--- config.mk ---
export PLATFORM = sky130hd
export DESIGN_NAME = tatl_top
export DESIGN_NICKNAME = d
export VERILOG_FILES = /design/src/pkg/tatl_pkg.sv /design/src/hw/tatl_limit_reg.sv /design/src/hw/tatl_compare.sv /design/src/hw/tatl_top.sv
export VERILOG_INCLUDE_DIRS = /design/src /design/src/pkg
export SDC_FILE = /design/constraint.sdc
export NUM_CORES = 1
export LEC_CHECK = 0
export ABC_AREA = 1
export BUFFER_PORTS_ARGS = -buffer_cell sky130_fd_sc_hd__clkbuf_2
export CAP_MARGIN = 20
export CORE_AREA = 2 2 121 123
export DETAILED_ROUTE_END_ITERATION = 10
export DIE_AREA = 0 0 123 125
export PLACE_DENSITY = 0.73
export SLEW_MARGIN = 40
export SYNTH_ARGS = -nofsm -noshare
export SYNTH_HDL_FRONTEND = slang
export SYNTH_HIERARCHICAL = 1
export SYNTH_SLANG_ARGS = --single-unit
--- constraint.sdc ---
create_clock -name clk_in -period 2.8 [get_ports clk_in]
set_input_delay 0.42 -clock clk_in [delete_from_list [all_inputs] [get_ports clk_in]]
set_output_delay 0.42 -clock clk_in [all_outputs]
set_load 0.05 [all_outputs]
--- src/pkg/tatl_defines.svh ---
// Constants for the temperature trip limit bank: offsets, field layout, resets, hysteresis.
// Assumes it is included by its bare name from every design file that needs it.
// Notes on behaviour
// - Upper limit is a 16-bit read/write register at 02h, quarter-degree steps.
// - Enabled alert asserts above upper limit, releases at upper minus hysteresis.
// - Upper limit is read-only while the window lock bit is one.
// - Upper limit bits 15:13 and 1:0 read zero; bit 12 sign; 11:2 value.
// - Lower limit is a 16-bit read/write register at 03h, quarter-degree steps.
// - Enabled alert asserts below lower minus hysteresis, releases at or above lower.
// - Lower limit is read-only while the window lock bit is one.
// - Lower limit bits 15:13 and 1:0 read zero; bit 12 sign; 11:2 value.
// - Critical limit is a 16-bit read/write register at 04h, quarter-degree steps.
// - Alert asserts above critical limit, holds until critical minus hysteresis.
// - Critical limit is read-only while the critical lock bit is one.
// - Critical limit bits 15:13 and 1:0 read zero; bit 12 sign; 11:2 value.
// - Critical-only mode asserts alert for the critical condition alone.
// - Alert output is never driven while alert enable is zero, the reset default; here it drops one edge after enable goes to zero.
// - Critical lock bit, once set, stays one until power-on reset.
`ifndef TATL_DEFINES_SVH
`define TATL_DEFINES_SVH

`define TATL_ADDR_UPPER 8'h02
`define TATL_ADDR_LOWER 8'h03
`define TATL_ADDR_CRIT 8'h04
`define TATL_FIELD_MSB 12
`define TATL_FIELD_LSB 2
`define TATL_FIELD_W 11
`define TATL_LIMIT_RST 11'h000
`define TATL_RDATA_RST 16'h0000
`define TATL_HYST_OFF 6'h00
`define TATL_HYST_1P5 6'h06
`define TATL_HYST_3P0 6'h0c
`define TATL_HYST_6P0 6'h18
`define TATL_HYST_W 6

`endif

--- src/pkg/tatl_pkg.sv ---
// Types shared by the temperature trip limit bank.
// Assumes the defines header is compiled alongside it.
`default_nettype none
package tatl_pkg;

	// Alert output state: quiet, window trip, or critical trip.
	typedef enum logic [1:0] {
		TATL_ALERT_IDLE = 2'b00,
		TATL_ALERT_WINDOW = 2'b01,
		TATL_ALERT_CRIT = 2'b10
	} tatl_alert_state_t;

	// Temperature or limit at quarter-degree steps, two's complement.
	typedef logic signed [10:0] tatl_temp_t;

endpackage : tatl_pkg
`default_nettype wire

--- src/hw/tatl_limit_reg.sv ---
// One lockable trip limit register holding the sign and value bits only.
// Assumes write strobes and address come from logic on the same clock.
`timescale 1ns/10ps
`default_nettype none
`include "tatl_defines.svh"

module tatl_limit_reg #(
	parameter logic [7:0] ADDR = `TATL_ADDR_UPPER
) (
	input wire logic clk_in,
	input wire logic rst_in,
	input wire logic wr_in,
	input wire logic [7:0] addr_in,
	input wire logic [15:0] wdata_in,
	input wire logic lock_in,
	output logic [10:0] field_out,
	output logic dropped_out
);

	logic [10:0] field_q;
	logic [10:0] field_d;
	logic hit;

	// Only bits 12:2 are stored, so reserved bits can never read back non-zero.
	always_comb begin
		hit = wr_in && (addr_in == ADDR);
		field_d = field_q;
		if (hit && !lock_in) begin
			field_d = wdata_in[`TATL_FIELD_MSB:`TATL_FIELD_LSB];
		end
		dropped_out = hit && lock_in;
	end

	// Register stage.
	always_ff @(posedge clk_in or posedge rst_in) begin
		if (rst_in) begin
			field_q <= `TATL_LIMIT_RST;
		end else begin
			field_q <= field_d;
		end
	end

	assign field_out = field_q;

endmodule : tatl_limit_reg
`default_nettype wire

--- src/hw/tatl_compare.sv ---
// One limit comparator with hysteresis, updated on each new temperature result.
// Assumes temperature and limit are quarter-degree signed values on the same clock.
`timescale 1ns/10ps
`default_nettype none
`include "tatl_defines.svh"

module tatl_compare #(
	parameter bit LOWER = 1'b0
) (
	input wire logic clk_in,
	input wire logic rst_in,
	input wire logic valid_in,
	input wire logic [10:0] temp_in,
	input wire logic [10:0] limit_in,
	input wire logic [5:0] hyst_in,
	output logic flag_out
);

	logic flag_q;
	logic flag_d;
	logic signed [12:0] t;
	logic signed [12:0] lim;
	logic signed [12:0] lim_h;

	// Sign-extends to 13 bits so limit minus hysteresis can never wrap.
	function automatic logic signed [12:0] tatl_sext(input logic [10:0] v);
		tatl_sext = signed'({{2{v[10]}}, v});
	endfunction : tatl_sext

	// Set and release thresholds differ by the hysteresis, so a noisy reading near a limit
	// does not chatter the flag.
	always_comb begin
		t = tatl_sext(temp_in);
		lim = tatl_sext(limit_in);
		lim_h = lim - signed'({7'h00, hyst_in});
		flag_d = flag_q;
		if (valid_in) begin
			if (LOWER) begin
				if (t < lim_h) begin
					flag_d = 1'b1;
				end else if (t >= lim) begin
					flag_d = 1'b0;
				end
			end else begin
				if (t > lim) begin
					flag_d = 1'b1;
				end else if (t <= lim_h) begin
					flag_d = 1'b0;
				end
			end
		end
	end

	// Register stage.
	always_ff @(posedge clk_in or posedge rst_in) begin
		if (rst_in) begin
			flag_q <= 1'b0;
		end else begin
			flag_q <= flag_d;
		end
	end

	assign flag_out = flag_q;

endmodule : tatl_compare
`default_nettype wire

--- src/hw/tatl_top.sv ---
// Trip limit bank: three lockable limits, comparators and the alert output.
// Assumes the serial engine drives the register port and the converter the temperature,
// both on clk_in; configuration bits arrive as plain inputs from the same clock domain.
`timescale 1ns/10ps
`default_nettype none
`include "tatl_defines.svh"

module tatl_top (
	input wire logic clk_in,
	input wire logic rst_in,
	input wire logic reg_wr_in,
	input wire logic reg_rd_in,
	input wire logic [7:0] reg_addr_in,
	input wire logic [15:0] reg_wdata_in,
	output logic [15:0] reg_rdata_out,
	output logic reg_ack_out,
	input wire logic window_lock_in,
	input wire logic critical_lock_in,
	input wire logic alert_enable_in,
	input wire logic critical_only_in,
	input wire logic [1:0] hyst_sel_in,
	input wire logic [15:0] temp_in,
	input wire logic temp_valid_in,
	output logic alert_out,
	output logic upper_flag_out,
	output logic lower_flag_out,
	output logic crit_flag_out,
	output logic window_lock_out,
	output logic critical_lock_out,
	output logic write_dropped_out
);

	logic [10:0] upper_limit_field;
	logic [10:0] lower_limit_field;
	logic [10:0] critical_limit_field;
	logic upper_drop;
	logic lower_drop;
	logic crit_drop;
	logic upper_hit;
	logic lower_hit;
	logic crit_hit;
	logic [5:0] hyst;
	logic [10:0] temp_q;
	logic [10:0] temp_d;
	logic temp_valid_q;
	logic temp_valid_d;

	logic window_lock_bit_q;
	logic window_lock_bit_d;
	logic critical_lock_bit_q;
	logic critical_lock_bit_d;

	logic [15:0] rdata_q;
	logic [15:0] rdata_d;
	logic ack_q;
	logic ack_d;
	logic dropped_q;
	logic dropped_d;

	tatl_pkg::tatl_alert_state_t state_q;
	tatl_pkg::tatl_alert_state_t state_d;
	logic alert_q;
	logic alert_d;
	logic upper_q;
	logic upper_d;
	logic lower_q;
	logic lower_d;
	logic crit_q;
	logic crit_d;

	// Places a stored limit back into its 16-bit register image with zeros around it.
	function automatic logic [15:0] tatl_pack(input logic [10:0] field);
		tatl_pack = {3'h0, field, 2'h0};
	endfunction : tatl_pack

	// Maps the hysteresis selection to quarter-degree steps.
	function automatic logic [5:0] tatl_hyst(input logic [1:0] sel);
		case (sel)
			2'h0: tatl_hyst = `TATL_HYST_OFF;
			2'h1: tatl_hyst = `TATL_HYST_1P5;
			2'h2: tatl_hyst = `TATL_HYST_3P0;
			default: tatl_hyst = `TATL_HYST_6P0;
		endcase
	endfunction : tatl_hyst

	// Lock bits only ever set; nothing but the reset clears them, so software
	// cannot unlock a limit once it has been frozen.
	always_comb begin
		window_lock_bit_d = window_lock_bit_q | window_lock_in;
		critical_lock_bit_d = critical_lock_bit_q | critical_lock_in;
	end

	// Register stage for the lock bits.
	always_ff @(posedge clk_in or posedge rst_in) begin
		if (rst_in) begin
			window_lock_bit_q <= 1'b0;
			critical_lock_bit_q <= 1'b0;
		end else begin
			window_lock_bit_q <= window_lock_bit_d;
			critical_lock_bit_q <= critical_lock_bit_d;
		end
	end

	// Upper limit, frozen by the window lock.
	tatl_limit_reg #(
		.ADDR(`TATL_ADDR_UPPER)
	) u_upper (
		.clk_in(clk_in),
		.rst_in(rst_in),
		.wr_in(reg_wr_in),
		.addr_in(reg_addr_in),
		.wdata_in(reg_wdata_in),
		.lock_in(window_lock_bit_q),
		.field_out(upper_limit_field),
		.dropped_out(upper_drop)
	);

	// Lower limit, frozen by the same window lock.
	tatl_limit_reg #(
		.ADDR(`TATL_ADDR_LOWER)
	) u_lower (
		.clk_in(clk_in),
		.rst_in(rst_in),
		.wr_in(reg_wr_in),
		.addr_in(reg_addr_in),
		.wdata_in(reg_wdata_in),
		.lock_in(window_lock_bit_q),
		.field_out(lower_limit_field),
		.dropped_out(lower_drop)
	);

	// Critical limit, frozen by its own lock.
	tatl_limit_reg #(
		.ADDR(`TATL_ADDR_CRIT)
	) u_crit (
		.clk_in(clk_in),
		.rst_in(rst_in),
		.wr_in(reg_wr_in),
		.addr_in(reg_addr_in),
		.wdata_in(reg_wdata_in),
		.lock_in(critical_lock_bit_q),
		.field_out(critical_limit_field),
		.dropped_out(crit_drop)
	);

	// Read mux and acknowledge; every access is acknowledged one cycle later,
	// including a dropped write and an unmapped address, which reads zero.
	always_comb begin
		rdata_d = rdata_q;
		ack_d = reg_rd_in | reg_wr_in;
		dropped_d = upper_drop | lower_drop | crit_drop;
		if (reg_rd_in) begin
			case (reg_addr_in)
				`TATL_ADDR_UPPER: rdata_d = tatl_pack(upper_limit_field);
				`TATL_ADDR_LOWER: rdata_d = tatl_pack(lower_limit_field);
				`TATL_ADDR_CRIT: rdata_d = tatl_pack(critical_limit_field);
				default: rdata_d = `TATL_RDATA_RST;
			endcase
		end
	end

	// Register stage for the register port.
	always_ff @(posedge clk_in or posedge rst_in) begin
		if (rst_in) begin
			rdata_q <= `TATL_RDATA_RST;
			ack_q <= 1'b0;
			dropped_q <= 1'b0;
		end else begin
			rdata_q <= rdata_d;
			ack_q <= ack_d;
			dropped_q <= dropped_d;
		end
	end

	// Capture each result with its two bits below a quarter degree dropped, so the compare runs at
	// the limits' resolution and a half-step reading cannot flip a flag.
	always_comb begin
		temp_valid_d = temp_valid_in;
		temp_d = temp_valid_in ? temp_in[`TATL_FIELD_MSB:`TATL_FIELD_LSB] : temp_q;
		hyst = tatl_hyst(hyst_sel_in);
	end

	// Register stage for the temperature capture.
	always_ff @(posedge clk_in or posedge rst_in) begin
		if (rst_in) begin
			temp_q <= `TATL_LIMIT_RST;
			temp_valid_q <= 1'b0;
		end else begin
			temp_q <= temp_d;
			temp_valid_q <= temp_valid_d;
		end
	end

	// Upper window comparator.
	tatl_compare #(
		.LOWER(1'b0)
	) u_cmp_upper (
		.clk_in(clk_in),
		.rst_in(rst_in),
		.valid_in(temp_valid_q),
		.temp_in(temp_q),
		.limit_in(upper_limit_field),
		.hyst_in(hyst),
		.flag_out(upper_hit)
	);

	// Lower window comparator.
	tatl_compare #(
		.LOWER(1'b1)
	) u_cmp_lower (
		.clk_in(clk_in),
		.rst_in(rst_in),
		.valid_in(temp_valid_q),
		.temp_in(temp_q),
		.limit_in(lower_limit_field),
		.hyst_in(hyst),
		.flag_out(lower_hit)
	);

	// Critical comparator.
	tatl_compare #(
		.LOWER(1'b0)
	) u_cmp_crit (
		.clk_in(clk_in),
		.rst_in(rst_in),
		.valid_in(temp_valid_q),
		.temp_in(temp_q),
		.limit_in(critical_limit_field),
		.hyst_in(hyst),
		.flag_out(crit_hit)
	);

	// Alert state: critical outranks the window, and the enable gates the alert but not the flags,
	// so disabling the output releases it at the next edge even while a trip persists.
	always_comb begin
		upper_d = upper_hit;
		lower_d = lower_hit;
		crit_d = crit_hit;
		state_d = tatl_pkg::TATL_ALERT_IDLE;
		case (state_q)
			tatl_pkg::TATL_ALERT_IDLE,
			tatl_pkg::TATL_ALERT_WINDOW,
			tatl_pkg::TATL_ALERT_CRIT: begin
				if (!alert_enable_in) begin
					state_d = tatl_pkg::TATL_ALERT_IDLE;
				end else if (crit_hit) begin
					state_d = tatl_pkg::TATL_ALERT_CRIT;
				end else if (!critical_only_in && (upper_hit || lower_hit)) begin
					state_d = tatl_pkg::TATL_ALERT_WINDOW;
				end else begin
					state_d = tatl_pkg::TATL_ALERT_IDLE;
				end
			end
			default: begin
				state_d = tatl_pkg::TATL_ALERT_IDLE;
			end
		endcase
		alert_d = (state_d != tatl_pkg::TATL_ALERT_IDLE);
	end

	// Register stage for the alert and the trip flags.
	always_ff @(posedge clk_in or posedge rst_in) begin
		if (rst_in) begin
			state_q <= tatl_pkg::TATL_ALERT_IDLE;
			alert_q <= 1'b0;
			upper_q <= 1'b0;
			lower_q <= 1'b0;
			crit_q <= 1'b0;
		end else begin
			state_q <= state_d;
			alert_q <= alert_d;
			upper_q <= upper_d;
			lower_q <= lower_d;
			crit_q <= crit_d;
		end
	end

	// Outputs, all straight from flip-flops.
	assign reg_rdata_out = rdata_q;
	assign reg_ack_out = ack_q;
	assign alert_out = alert_q;
	assign upper_flag_out = upper_q;
	assign lower_flag_out = lower_q;
	assign crit_flag_out = crit_q;
	assign window_lock_out = window_lock_bit_q;
	assign critical_lock_out = critical_lock_bit_q;
	assign write_dropped_out = dropped_q;

endmodule : tatl_top
`default_nettype wire

-- Word level (Yosys, flattened, before mapping)
Cells that the tools add are included.
- memories: 0
- register bits: 74
- memory bits (writable): 0
- output and inout bits: 24
- logic and storage cells: 75
- input bits: 51
- ROM bits: 0
- latch bits: 0
- $mul: 0
- $lt $le $gt $ge: 6
- shift-type cells: 0
- bitwise logic cells: 5
- eq/ne operators: 7
- divide/modulo/power cells: 0
- reductions and logical operators: 24
- add/subtract/negate cells: 3
- multiplexer cells: 12
- operators by type and width (operator ; count):
    $pmux 13 s3 ; 1
    $sub 11x6->12 ; 3
    $le 11x12->1 ; 2
    $gt 11x11->1 ; 2
    $eq 8x2->1 const B ; 2
    $pmux 5 s3 ; 1
    $lt 11x12->1 ; 1
    $ge 11x11->1 ; 1
    $logic_and 1x1->1 ; 10
    $eq 8x3->1 const B ; 1
    $reduce_bool 2->1 ; 4
    $mux 1 ; 7
    $mux 2 ; 3
    $reduce_and 2->1 ; 3
    $or 1x1->1 ; 5
    $eq 2x1->1 const B ; 2
    $eq 2x2->1 const B ; 2
    $logic_not 2->1 ; 2
    $logic_not 1->1 ; 3
    $reduce_or 3->1 ; 1
    $logic_or 1x1->1 ; 1

-- Longest topological paths before layout
Gate-level depths: netlist of the first run.
- depth after elaboration: 7
- mapped depth: 24
- mapped depth without buffers: 24

-- By module
The synthesis of the first run kept the hierarchy.
- modules (own cells, without submodules) (module ; sequential area each (um2) ; instances ; cells each ; area an instance (um2)):
    tatl_top ; 825.8 ; 1 ; 175 ; 1629.1
    tatl_compare (u_cmp_upper) ; 25.0 ; 1 ; 154 ; 1012.2
    tatl_compare (u_cmp_crit) ; 25.0 ; 1 ; 150 ; 1009.7
    tatl_compare (u_cmp_lower) ; 25.0 ; 1 ; 151 ; 993.5
    tatl_limit_reg (u_upper) ; 275.3 ; 1 ; 60 ; 526.8
    tatl_limit_reg (u_lower) ; 275.3 ; 1 ; 59 ; 523.0
    tatl_limit_reg (u_crit) ; 275.3 ; 1 ; 60 ; 519.2

-- Worst setup path before layout of the first run
OpenSTA, ideal clock, no wires.
- kind: input port to flip-flop
- from: input port hyst_sel_in[0]
- to: register u_cmp_upper.flag_q (netlist: u_cmp_upper/flag_out)
- slack: -0.184 ns
- path buffers: 0
- setup time: 0.116 ns
- cell stages on the path: 23
- arrival: 2.867 ns
- required time: 2.684 ns
- path through: ha_1 or2_2 inv_1 ha_1 a21oi_1 o21ai_2 nand3_2 nand2_2 nor2_4 nand3_2 xor2_1 ha_1 nand2_1 inv_1 nand2_1 nor2_1 nand2_1 nand3_1 nand2_1 nand3_1 nand2_1 nand2_1 nand2_1
- cells in the longest elaborated chain, start to end: 6
- elaborated cells on any way between the ends: 8
- classes of those cells: add/sub: 1; order compare: 1; eq/ne: 2; mux: 1; reduce/logical: 3
- RTL lines (item ; line ; text):
    from (decl) ; tatl_top.sv:21 ; input wire logic [1:0] hyst_sel_in,
    $eq 2x2->1 (tied with other cells) ; tatl_top.sv:78 ; case (sel)
    $pmux 5 s3 (*) ; tatl_top.sv:78 ;
    named net hyst[3] ; tatl_top.sv:42 ; logic [5:0] hyst;
    $sub 11x6->12 (*) ; tatl_compare.sv:35 ; lim_h = lim - signed'({7'h00, hyst_in});
    $le 11x12->1 (*) ; tatl_compare.sv:47 ; end else if (t <= lim_h) begin
    $reduce_bool 2->1 (no source line) (*) ; - ;
    $reduce_and 2->1 (no source line) (*) ; - ;
    to (signal assigned) ; tatl_compare.sv:59 ; flag_q <= flag_d;
    to (decl) ; tatl_compare.sv:19 ; logic flag_q;
Mark *: on every way through the listed nets, which the timed path passes. The rest lies on a longest branch.
A chain may end at the register's enable or synchronous reset.

-- Worst setup path in the final report of the first run
- from: input port hyst_sel_in[0]
- to: register u_cmp_crit.flag_q (netlist: u_cmp_crit/flag_out)
- cells in the longest elaborated chain, start to end: 6
- elaborated cells on any way between the ends: 8
- classes of those cells: add/sub: 1; order compare: 1; eq/ne: 2; mux: 1; reduce/logical: 3
- RTL lines (item ; line):
    $eq 2x2->1 (tied with other cells) ; tatl_top.sv:78
    $pmux 5 s3 (*) ; tatl_top.sv:78
    named net hyst[2] ; tatl_top.sv:42
    $sub 11x6->12 (*) ; tatl_compare.sv:35
    $le 11x12->1 (*) ; tatl_compare.sv:47
    $reduce_bool 2->1 (no source line) (*) ; -
    $reduce_and 2->1 (no source line) (*) ; -
    to (signal assigned) ; tatl_compare.sv:59
    to (decl) ; tatl_compare.sv:19
Marked as above.

==> results of run 1 <==
-- stage by stage --
step / hold WS, ns / TNS, ns / total power [W] / worst slack [ns]
finish: 0.04005 / 0 / 0.002938 / 0.02620
detailed placement: 0.4085 / -1.066 / 0.001849 / -0.3891
global route: 0.06206 / -0.2914 / 0.003097 / -0.1381
CTS: 0.05301 / 0 / 0.002919 / 0.01280
floorplan: 0.1487 / 0 / 0.001624 / 0.006046
global placement: 0.4007 / -0.8994 / 0.001830 / -0.3441
-- logic make-up after synthesis --
kind of cell / Yosys count / share of synthesized area
AOI/OAI and AO/OA: 55 / 0.05236
xor gates and xnor gates: 22 / 0.03101
adders and majority gates: 92 / 0.1889
buffers and inverters: 144 / 0.1031
DFF: 69 / 0.2779
muxes: 11 / 0.01994
other: 1 / 0.0006035
and+or+nand+nor: 415 / 0.3262
-- per-layer routing --
metal  wire length (um)  part of all wire
met3               1025             0.062
met1               7516              0.45
met5                  0                 0
met2               7452              0.45
met4                576             0.035
-- layout make-up --
cell class,instances,share of cell area
Multi-Input combinational cell,606,0.5562
Clock buffer,11,0.03272
Timing Repair Buffer,99,0.08248
Sequential cell,69,0.2331
Tap cell,184,0.03103
Clock inverter,5,0.004723
Inverter,118,0.05971
-- synth_stat cells, types with 2 or more instances --
cell type  count
nand2_1      215
inv_1        114
ha_1          89
dfrtp_1       69
nand3_1       59
nand4_1       51
nor2_1        34
a21oi_1       30
xor2_1        16
buf_4         15
nor2_2        12
mux2_2        11
nand3_2       10
o21ai_0       10
nand2_2        8
or2_2          6
xnor2_1        6
buf_2          5
buf_6          5
a21o_1         4
inv_2          4
nor2_4         4
fa_1           3
nand3b_1       3
o21ai_1        3
a21oi_2        2
nor3_2         2
nor3b_4        2
o21ai_2        2
-- state kept, by name, summed over array words and instances (netlist names) --
name / cells
crit_flag_out: 1
alert_out: 1
state_q: 2
temp_q: 11
critical_lock_out: 1
lower_flag_out: 1
reg_ack_out: 1
window_lock_out: 1
u_upper/field_out: 11
u_cmp_crit/flag_out: 1
write_dropped_out: 1
temp_valid_q: 1
upper_flag_out: 1
reg_rdata_out: 11
u_cmp_upper/flag_out: 1
u_lower/field_out: 11
u_crit/field_out: 11
u_cmp_lower/flag_out: 1
-- path summary, 6_finish.rpt --
| kind | to | slack (ns) | cells past startpoint |
|---|---|---|---|
| min in group clk_in | state_q[0]$_DFF_PP0_ | 0.25 | 2 |
| max | u_cmp_crit/flag_out$_DFFE_PP0P_ | 0.03 | 23 |
| max in group asynchronous | reg_rdata_out[7]$_DFFE_PP0P_ | 1.98 | 3 |
| max reg2reg | u_cmp_crit/flag_out$_DFFE_PP0P_ | 0.09 | 18 |
| min reg2reg | lower_flag_out$_DFF_PP0_ | 0.43 | 0 |
| min | u_cmp_upper/flag_out$_DFFE_PP0P_ | 0.04 | 2 |
-- power groups by stage --
stage	sequential [W]	clock, W	combinational, W
after CTS	0.00113	0.00108	0.000709
after floorplan	0.00116	0	0.000464
after global placement	0.00114	0	0.000687
after global routing	0.00113	0.00113	0.000835
after detailed placement	0.00114	0	0.000704
final	0.00113	0.00107	0.000741
-- repair_timing --
| item | 4_1_cts | 5_1_grt |
|---|---|---|
| resized for setup | 2 | 42 |
| pin swaps | 0 | 26 |
| setup endpoints to repair | 2 | 3 |
| buffers inserted | 0 | 0 |
-- cells in the final DEF (no fill, tap or decap), types with 4 or more instances in the layout --
cell	count
o21ai_1	4
nand4_1	51
a21o_1	4
ha_1	78
clkbuf_2	57
nand3_2	13
o21ai_0	8
ha_4	9
conb_1	11
nor2_4	8
nand2_2	15
a21oi_2	8
or2_2	5
dfrtp_1	67
xor2_1	15
buf_4	40
nand2_1	207
inv_1	108
inv_2	10
nand3_1	56
nor2_1	29
nor2_2	13
a21oi_1	23
clkbuf_16	9
xnor2_1	6
mux2_2	11
==> reports/metrics.yaml, run 1 <==
sta:
  slew_headroom: 0.5719
  tightestPinTransition_ns: 0.6422
  max_freq_mhz: 360.5
  finalMaxSlewViolations: 0
  fin_crit_sh: 0.9906
  setup_violations: 0
  rsz0062_at_grt: "yes"
  finClkSkew_ns: 0.007873
  finalHoldViolations: 0
  min_period_ns: 2.774
clock_tree:
  cts_tree: "built"
  clock_sinks: 69
  cts_buffer_depth: 2
  cts-root-buf: "clkbuf_16"
  clk_pin_slew_ns: 0.06
  htreeDepth: 3
  cts_buffers: 9
  clock_latency_ns: 0.35
  holdBufCountCts: 0
grt:
  groute.layer.met3.usage: 0.04836
  top_usage_layer: "met2"
  grt_use_met1: 0.2934
  antenna_found_initial: 0
  grt_start_max_net_pins: 34
  grtUsageTotal: 0.2177
  grt_first_pass_wirelength_um: 25800
  grt_remaining_overflow: 0
  grtUsageMet2: 0.3354
  grt_pass1_vias: 5233
routing:
  routedWlPerCell_um: 15.17
  drt_iter0_drc: 272
  vias_per_cell: 5.152
  antenna_left: 0
  via_count: 5626
  routed_wl_um: 16570
  drtPass1Iterations: 5
  drcViolationCount: 0
placed_design:
  dp.final_hpwl_um: 12740
  placedCellCount: 1076
  io_buffers: 59
  gp_congestion: 0.9407
  placed_area_um2: 6977
critical_path:
  crit_family: "simple AND/OR/NAND/NOR gates"
  critical_path_class: "input pin to flip-flop"
  required_ns: 3.03
  cpMaxStageDelayCell: "ha_1"
  path_buf_inv: 5
  startpoint_type: "input pin"
  cp_data_arrival_time_ns: 3.01
  path_cells: "buf_6, inv_2, ha_4, inv_2, inv_2, ha_4, nand3b_1, nor2_2, nor2_4, nor2_4, nor2_4, buf_4, xor2_2, ha_1, nand4_1, nor2_4, nand2_2, nand3_1, nand2_1, nand3_2, nand2_1, nand2_1, nand2_1"
  end_kind: "flip-flop"
  crit_path_start: "hyst_sel_in[0]"
  r2r_start: "u_crit/field_out[4]$_DFFE_PP0P_"
  crit_fanout: 4
  critPathMaxStageDelay_ns: 0.34
pwr:
  internal-power_w: 0.001969
  leakage_nw: 4.031
  vdd_drop_max_uv: 360.1
  powerDensity_nw_per_um2: 396.1
  p_seq_frac: 0.383
  pwr-share-clk: 0.365
  p_sw_w: 0.0009695
  p_comb_frac: 0.252
  netSwitchingFraction: 0.3299
floorplanning:
  fp.dieH_um: 125
  start_util: 0.4375
  die_area_um2: 15380
  core_area_um2: 14200
  ios: 75
  rows: 44
  die_x_um: 123
final_layout:
  n_antenna_cell: 0
  final_cells: 1092
  multi_input_area_um2: 4126
  drive_gt1_frac: 0.2533
  register_area_um2: 1729
  nFillCells: 1368
  layout.nets: 1046
  syn_to_final_growth_pct: 19.39
  postLayoutCoreUtil: 0.5223
  final_cell_area_um2: 7418
worst_hold_path:
  holdCritPathClass: "input pin to async pin"
logic_synthesis:
  ys_seq_area_frac: 0.2779
  synthTopCellsByArea: "dfrtp_1 (28%), ha_1 (18%), nand2_1 (13%)"
  yosysWarningCount: 6
  synth_area_um2: 6213
  ys_ff_latch: 69
  syn_inst: 809
  postSynth.asyncResetShare: 1.000
  yosysTopAreaCell: "dfrtp_1"
  synth_edf_count: 0
  synth_flop_cell: "dfrtp_1"
  synth_top_area_share: 0.2779
  synth.distinct_cells: 44
  syn-mean-instance-area_um2: 7.680
job:
  cap_violations: 0
run_status:
  status: "finished clean"
(Power assumes the default switching activity.)
==> inputs of run 2 (changes only) <==
- ABC_AREA: 1 -> default
- CORE_AREA: 2 2 121 123 -> 2 2 119 121
- DIE_AREA: 0 0 123 125 -> 0 0 121 123
==> reports/metrics.yaml, run 2 <==
final_layout:
  nFillCells: 1102
  mostFrequentLayoutCells: "inv_1 (82), ha_1 (79), buf_4 (70)"
  drive_gt1_frac: 0.4038
  syn_to_final_growth_pct: 28.65
  final_common_cell: "inv_1"
  layout.nets: 872
  final_cell_area_um2: 7709
  postLayoutCoreUtil: 0.5663
  n_antenna_cell: 0
critical_path:
  path_buf_inv: 4
  r2r_start: "u_crit/field_out[1]$_DFFE_PP0P_"
  critical_path_class: "input pin to flip-flop"
  end_kind: "flip-flop"
  cp_data_arrival_time_ns: 3.36
  required_ns: 3.02
  cpMaxStageDelayCell: "a21oi_1"
  crit_family: "compound AO/OA/AOI/OAI gates"
  cp.depth: 18
  crit_fanout: 3
  crit_end: "u_cmp_crit/flag_out$_DFFE_PP0P_"
  critPathMaxStageDelay_ns: 0.31
  r2r_end: "u_cmp_crit/flag_out$_DFFE_PP0P_"
  crit_path_start: "hyst_sel_in[1]"
  ff2ff_path_depth: 15
  ff2ff_setup_slack_ns: -0.32
  path_cells: "clkbuf_16, ha_4, inv_4, inv_4, ha_4, nor2b_4, o21ai_2, a21boi_2, o21a_1, buf_4, nor4_4, xnor2_1, ha_1, nand4_1, a21oi_1, a2111oi_4, xor2_1, a31o_1"
  startpoint_type: "input pin"
routing:
  via_count: 5186
  antenna_left: 0
  routedWlPerCell_um: 19.49
  vias_per_cell: 5.680
  routed_wl_um: 17790
  drcViolationCount: 0
  drtPass1Iterations: 5
  drt_iter0_drc: 274
logic_synthesis:
  yosysWarningCount: 6
  synthTopCellsByArea: "dfrtp_1 (29%), ha_1 (19%), mux2_4 (7.5%)"
  synth_common_cells: "inv_1 (92), ha_1 (89), dfrtp_1 (69), a21oi_1 (37), mux2_4 (30)"
  synthMostInstantiatedCell: "inv_1"
  synth_top_area_share: 0.2882
  ys_ff_latch: 69
  synth_area_um2: 5992
  synth_flop_cell: "dfrtp_1"
  postSynth.asyncResetShare: 1.000
  synth.distinct_cells: 68
  yosysTopAreaCell: "dfrtp_1"
  synth_edf_count: 0
  syn-mean-instance-area_um2: 10.12
  ys_seq_area_frac: 0.2882
  syn_inst: 592
clock_tree:
  clk_pin_slew_ns: 0.06
  cts_buffer_depth: 2
  clock_latency_ns: 0.34
  cts_buffers: 9
  htreeDepth: 3
  holdBufCountCts: 0
  cts-root-buf: "clkbuf_16"
  clock_sinks: 69
  cts_tree: "built"
sta:
  setup_violations: 3
  min_period_ns: 3.144
  fin_ws_ns: -0.3438
  max_freq_mhz: 318.1
  finalHoldViolations: 0
  tightestPinTransition_ns: 0.5331
  finalMaxSlewViolations: 0
  finClkSkew_ns: 0.006970
  rsz0062_at_grt: "yes"
  fin_crit_sh: 1.123
  slew_headroom: 0.6408
grt:
  grt_start_max_net_pins: 34
  antenna_found_initial: 0
  grt_remaining_overflow: 0
  grt_pass1_vias: 5313
  grt_first_pass_wirelength_um: 27220
  grtUsageTotal: 0.2395
pwr:
  vdd_drop_max_uv: 289.8
  powerDensity_nw_per_um2: 395.9
  leakage_nw: 3.593
worst_hold_path:
  holdCritPathClass: "input pin to async pin"
placed_design:
  dp.final_hpwl_um: 13650
  placed_area_um2: 7037
  io_buffers: 59
  gp_congestion: 0.9704
run_status:
  violations: "setup timing"
  status: "finished, violations left"
floorplanning:
  start_util: 0.4402
  die_area_um2: 14880
  ios: 75
  core_area_um2: 13610
  die_x_um: 121
  rows: 43
  fp.dieH_um: 123
job:
  cap_violations: 0
## run 2: cell types whose count changed in the layout (fill, tap and decap cells not counted), moves of 10 or more
cell and delta:
nand3_2 -13, nor3_1 +11, o22ai_1 +11, mux2_2 +14, nand2_1 -195, inv_1 -26, nand3_1 -42, buf_4 +30
nand2_2 -14, nor2_2 -12, a22oi_2 +10, mux2_4 +30, nand4_1 -41, nor2_1 -18
## run 2: power breakdown
group / switching [W] / internal (W)
Combinational: 0.000437 / 0.000339
Sequential: 0.0000749 / 0.00104
Clock: 0.000430 / 0.000733
Total: 0.000942 / 0.00211
## run 2: logic make-up (layout without fill, tap and decap cells)
family / Yosys count / after routing / share of synthesized area
compound gates: 134 / 134 / 0.1633
buf+inv: 106 / 237 / 0.07684
fa+ha+maj: 92 / 92 / 0.1959
other cells: 1 / 11 / 0.0006258
xor+xnor: 20 / 20 / 0.02923
flops: 69 / 69 / 0.2882
mux: 56 / 56 / 0.1238
simple gates: 114 / 114 / 0.1222
## run 2: cell type report
type	count	area (um2)	share of cell area
multi-input combinational	427	4213	0.5465
clock buffer	12	256.5	0.03327
clock inverter	3	45.04	0.005843
tap	180	225.2	0.02922
sequential	69	1729	0.2243
timing repair buffer	130	872.1	0.1131
inverter	92	367.9	0.04772
## run 2: how the worst min path moves through the flow
stage	startpoint	end	slack (ns)	cells after the start
2_1_floorplan	rst_in	u_cmp_crit/flag_out$_DFFE_PP0P_	0.15	1
3_3_place_gp	u_cmp_lower/flag_out$_DFFE_PP0P_	lower_flag_out$_DFF_PP0_	0.39	0
3_5_place_dp	u_cmp_lower/flag_out$_DFFE_PP0P_	lower_flag_out$_DFF_PP0_	0.39	0
4_1_cts	rst_in	u_cmp_upper/flag_out$_DFFE_PP0P_	0.05	2
5_1_grt	rst_in	u_cmp_lower/flag_out$_DFFE_PP0P_	0.07	2
6_report	rst_in	u_cmp_lower/flag_out$_DFFE_PP0P_	0.07	2
## run 2: worst register-to-register path, cell delays in order (launching register included)
cell and delay (ns):
dfrtp_1 0.42, inv_2 0.07, fa_2 0.39, nor2b_4 0.12, o21ai_2 0.07, a21boi_2 0.16, o21a_1 0.18, buf_4 0.14
nor4_4 0.04, xnor2_1 0.13, ha_1 0.29, nand4_1 0.13, a21oi_1 0.31, a2111oi_4 0.09, xor2_1 0.20, a31o_1 0.25
## run 2: stage by stage
| step | TNS (ns) | hold WS [ns] | instances | power, W | setup slack [ns] |
|---|---|---|---|---|---|
| 2_1_floorplan | -0.3323 | 0.1487 | 602 | 0.001574 | -0.1915 |
| 3_3_place_gp | -1.744 | 0.3944 | 889 | 0.001784 | -0.6029 |
| 3_5_place_dp | -2.090 | 0.3941 | 889 | 0.001820 | -0.7199 |
| 4_1_cts | -0.4300 | 0.05436 | 909 | 0.003018 | -0.2734 |
| 5_1_grt | -1.009 | 0.07488 | 913 | 0.003184 | -0.4645 |
| 6_report | -0.6993 | 0.06796 | 913 | 0.003052 | -0.3438 |
## run 2: repair_timing
action	in CTS	in global routing
pin swaps	35	27
hold endpoints to repair	0	0
resized for setup	36	30
endpoints found under the setup margin	3	3
setup buffers	5	4
## run 2: per-layer routing
layer	vias up	global-route usage	wire length (um)
met5	-	0	0
met4	0	0.1381	990
met3	63	0.04244	784
met2	174	0.4147	8882
met1	2561	0.2790	7137
li1	2388	-	-
==> inputs of run 3 (changes only) <==
- CORE_AREA: 2 2 119 121 -> 8 8 125 127
- DIE_AREA: 0 0 121 123 -> 0 0 133 135
==> reports/metrics.yaml, run 3 (synthesis results as in run 2) <==
critical_path:
  ff2ff_path_depth: 12
  cp.depth: 16
  cpMaxStageDelayCell: "a2111oi_4"
  cp_data_arrival_time_ns: 3.33
  crit_fanout: 5
  crit_end: "u_cmp_lower/flag_out$_DFFE_PP0P_"
  end_kind: "flip-flop"
  critPathMaxStageDelay_ns: 0.37
  crit_path_start: "hyst_sel_in[1]"
  ff2ff_setup_slack_ns: -0.29
  r2r_end: "u_cmp_lower/flag_out$_DFFE_PP0P_"
  path_cells: "clkbuf_16, inv_12, ha_4, inv_2, fa_2, a21o_1, a21oi_2, o21bai_4, a2111oi_4, xnor2_1, ha_1, nand4_1, a211oi_1, a211oi_2, mux2i_1, o31ai_1"
  required_ns: 3.01
  startpoint_type: "input pin"
  critical_path_class: "input pin to flip-flop"
  path_buf_inv: 3
  r2r_start: "u_lower/field_out[1]$_DFFE_PP0P_"
  crit_family: "compound AO/OA/AOI/OAI gates"
routing:
  vias_per_cell: 5.600
  drtPass1Iterations: 4
  antenna_left: 0
  routedWlPerCell_um: 19.52
  routed_wl_um: 17740
  drt_iter0_drc: 274
  drcViolationCount: 0
  via_count: 5090
clock_tree:
  htreeDepth: 3
  cts_buffer_depth: 2
  clock_sinks: 69
  cts_tree: "built"
  clock_latency_ns: 0.33
  holdBufCountCts: 0
  cts-root-buf: "clkbuf_16"
  clk_pin_slew_ns: 0.05
  cts_buffers: 9
grt:
  grtUsageTotal: 0.1970
  grt_start_max_net_pins: 24
  grt_first_pass_wirelength_um: 27940
  grt_pass1_vias: 5421
  antenna_found_initial: 0
  grt_remaining_overflow: 0
floorplanning:
  rows: 43
  start_util: 0.4402
  core_area_um2: 13610
  die_area_um2: 17960
  ios: 75
  die_x_um: 133
  fp.dieH_um: 135
final_layout:
  syn_to_final_growth_pct: 26.14
  final_cell_area_um2: 7559
  drive_gt1_frac: 0.3813
  layout.nets: 869
  mostFrequentLayoutCells: "inv_1 (83), ha_1 (81), dfrtp_1 (69)"
  final_cells: 909
  nFillCells: 1177
  final_common_cell: "inv_1"
  n_antenna_cell: 0
placed_design:
  io_buffers: 59
  dp.final_hpwl_um: 14260
  placed_area_um2: 7051
  place_ws_ns: -0.7086
  placedCellCount: 890
  gp_congestion: 0.8874
pwr:
  finalPower_w: 0.002903
  pwr-share-clk: 0.357
  leakage_nw: 3.563
  p_seq_frac: 0.385
  p_comb_frac: 0.258
  p_sw_w: 0.0009027
  powerDensity_nw_per_um2: 384.1
  netSwitchingFraction: 0.3110
  vdd_drop_max_uv: 271.2
  internal-power_w: 0.002000
sta:
  finClkSkew_ns: 0.006552
  finalMaxSlewViolations: 0
  slew_headroom: 0.5254
  tightestPinTransition_ns: 0.7111
  fin_crit_sh: 1.114
  max_freq_mhz: 320.6
  rsz0062_at_grt: "yes"
  fin_ws_ns: -0.3191
  setup_violations: 3
  finalHoldViolations: 0
  tns_ns: -0.6656
  min_period_ns: 3.119
run_status:
  status: "finished, violations left"
  violations: "setup timing"
job:
  cap_violations: 0
worst_hold_path:
  holdCritPathClass: "input pin to async pin"
## run 3: changes by cell type in the layout (fill, tap and decap cells not counted), sizes merged
cell	change
clkinvlp	-2
buf	-3
bufinv	-1
clkinv	+2
## run 3: worst register-to-register path, delay by kind of cell (launching register included)
family,cells,cell delay (ns)
adders and majority gates,2,0.70
AOI/OAI and AO/OA,7,1.25
xor gates and xnor gates,1,0.19
DFF,1,0.43
muxes,1,0.27
and+or+nand+nor,1,0.12
## run 3: power by group through the flow
| stage | logic, W | clock network, W | registers, W |
|---|---|---|---|
| after floorplan | 0.000437 | 0 | 0.00114 |
| after global placement | 0.000664 | 0 | 0.00113 |
| after detailed placement | 0.000695 | 0 | 0.00113 |
| after CTS | 0.000722 | 0.00106 | 0.00112 |
| after global routing | 0.000820 | 0.00110 | 0.00112 |
| final | 0.000750 | 0.00104 | 0.00112 |
## run 3: timing repair
| action | 4_1_cts | 5_1_grt |
|---|---|---|
| cloned | 0 | 0 |
| pin swaps | 27 | 26 |
| setup endpoints to repair | 3 | 3 |
| gates resized for setup | 30 | 16 |
| buffers inserted | 3 | 2 |
## run 3: layer usage
| metal | track usage | wire length, um | vias up |
|---|---|---|---|
| met4 | 0.09464 | 488 | 0 |
| met1 | 0.2200 | 7237 | 2520 |
| met3 | 0.02749 | 755 | 28 |
| met2 | 0.3609 | 9260 | 158 |
| li1 | - | - | 2384 |
| met5 | 0 | 0 | - |
## run 3: worst min path at each step
stage,from,to,slack [ns]
floorplan,rst_in,u_cmp_crit/flag_out$_DFFE_PP0P_,0.15
global placement,u_cmp_lower/flag_out$_DFFE_PP0P_,lower_flag_out$_DFF_PP0_,0.41
detailed placement,u_cmp_lower/flag_out$_DFFE_PP0P_,lower_flag_out$_DFF_PP0_,0.40
CTS,rst_in,u_cmp_lower/flag_out$_DFFE_PP0P_,0.07
global route,rst_in,u_cmp_upper/flag_out$_DFFE_PP0P_,0.1
finish,rst_in,u_cmp_lower/flag_out$_DFFE_PP0P_,0.09
## run 3: per-stage QoR
step | hold slack, ns | utilization
floorplan | 0.1487 | -
global placement | 0.4127 | 0.5175
detailed placement | 0.4005 | 0.5180
CTS | 0.07154 | 0.5483
global route | 0.09788 | 0.5553
finish | 0.09051 | 0.5553
## run 3: area by class of cell
class,instances,area [um2],share of cell area
multi-input cells,427,4126,0.5459
flip-flops and latches,69,1727,0.2284
repair buffers,127,845.8,0.1119
inverters,92,367.9,0.04867
clock buffers,12,256.5,0.03393
well taps,180,225.2,0.02980
clock inverters,2,10.01,0.001324
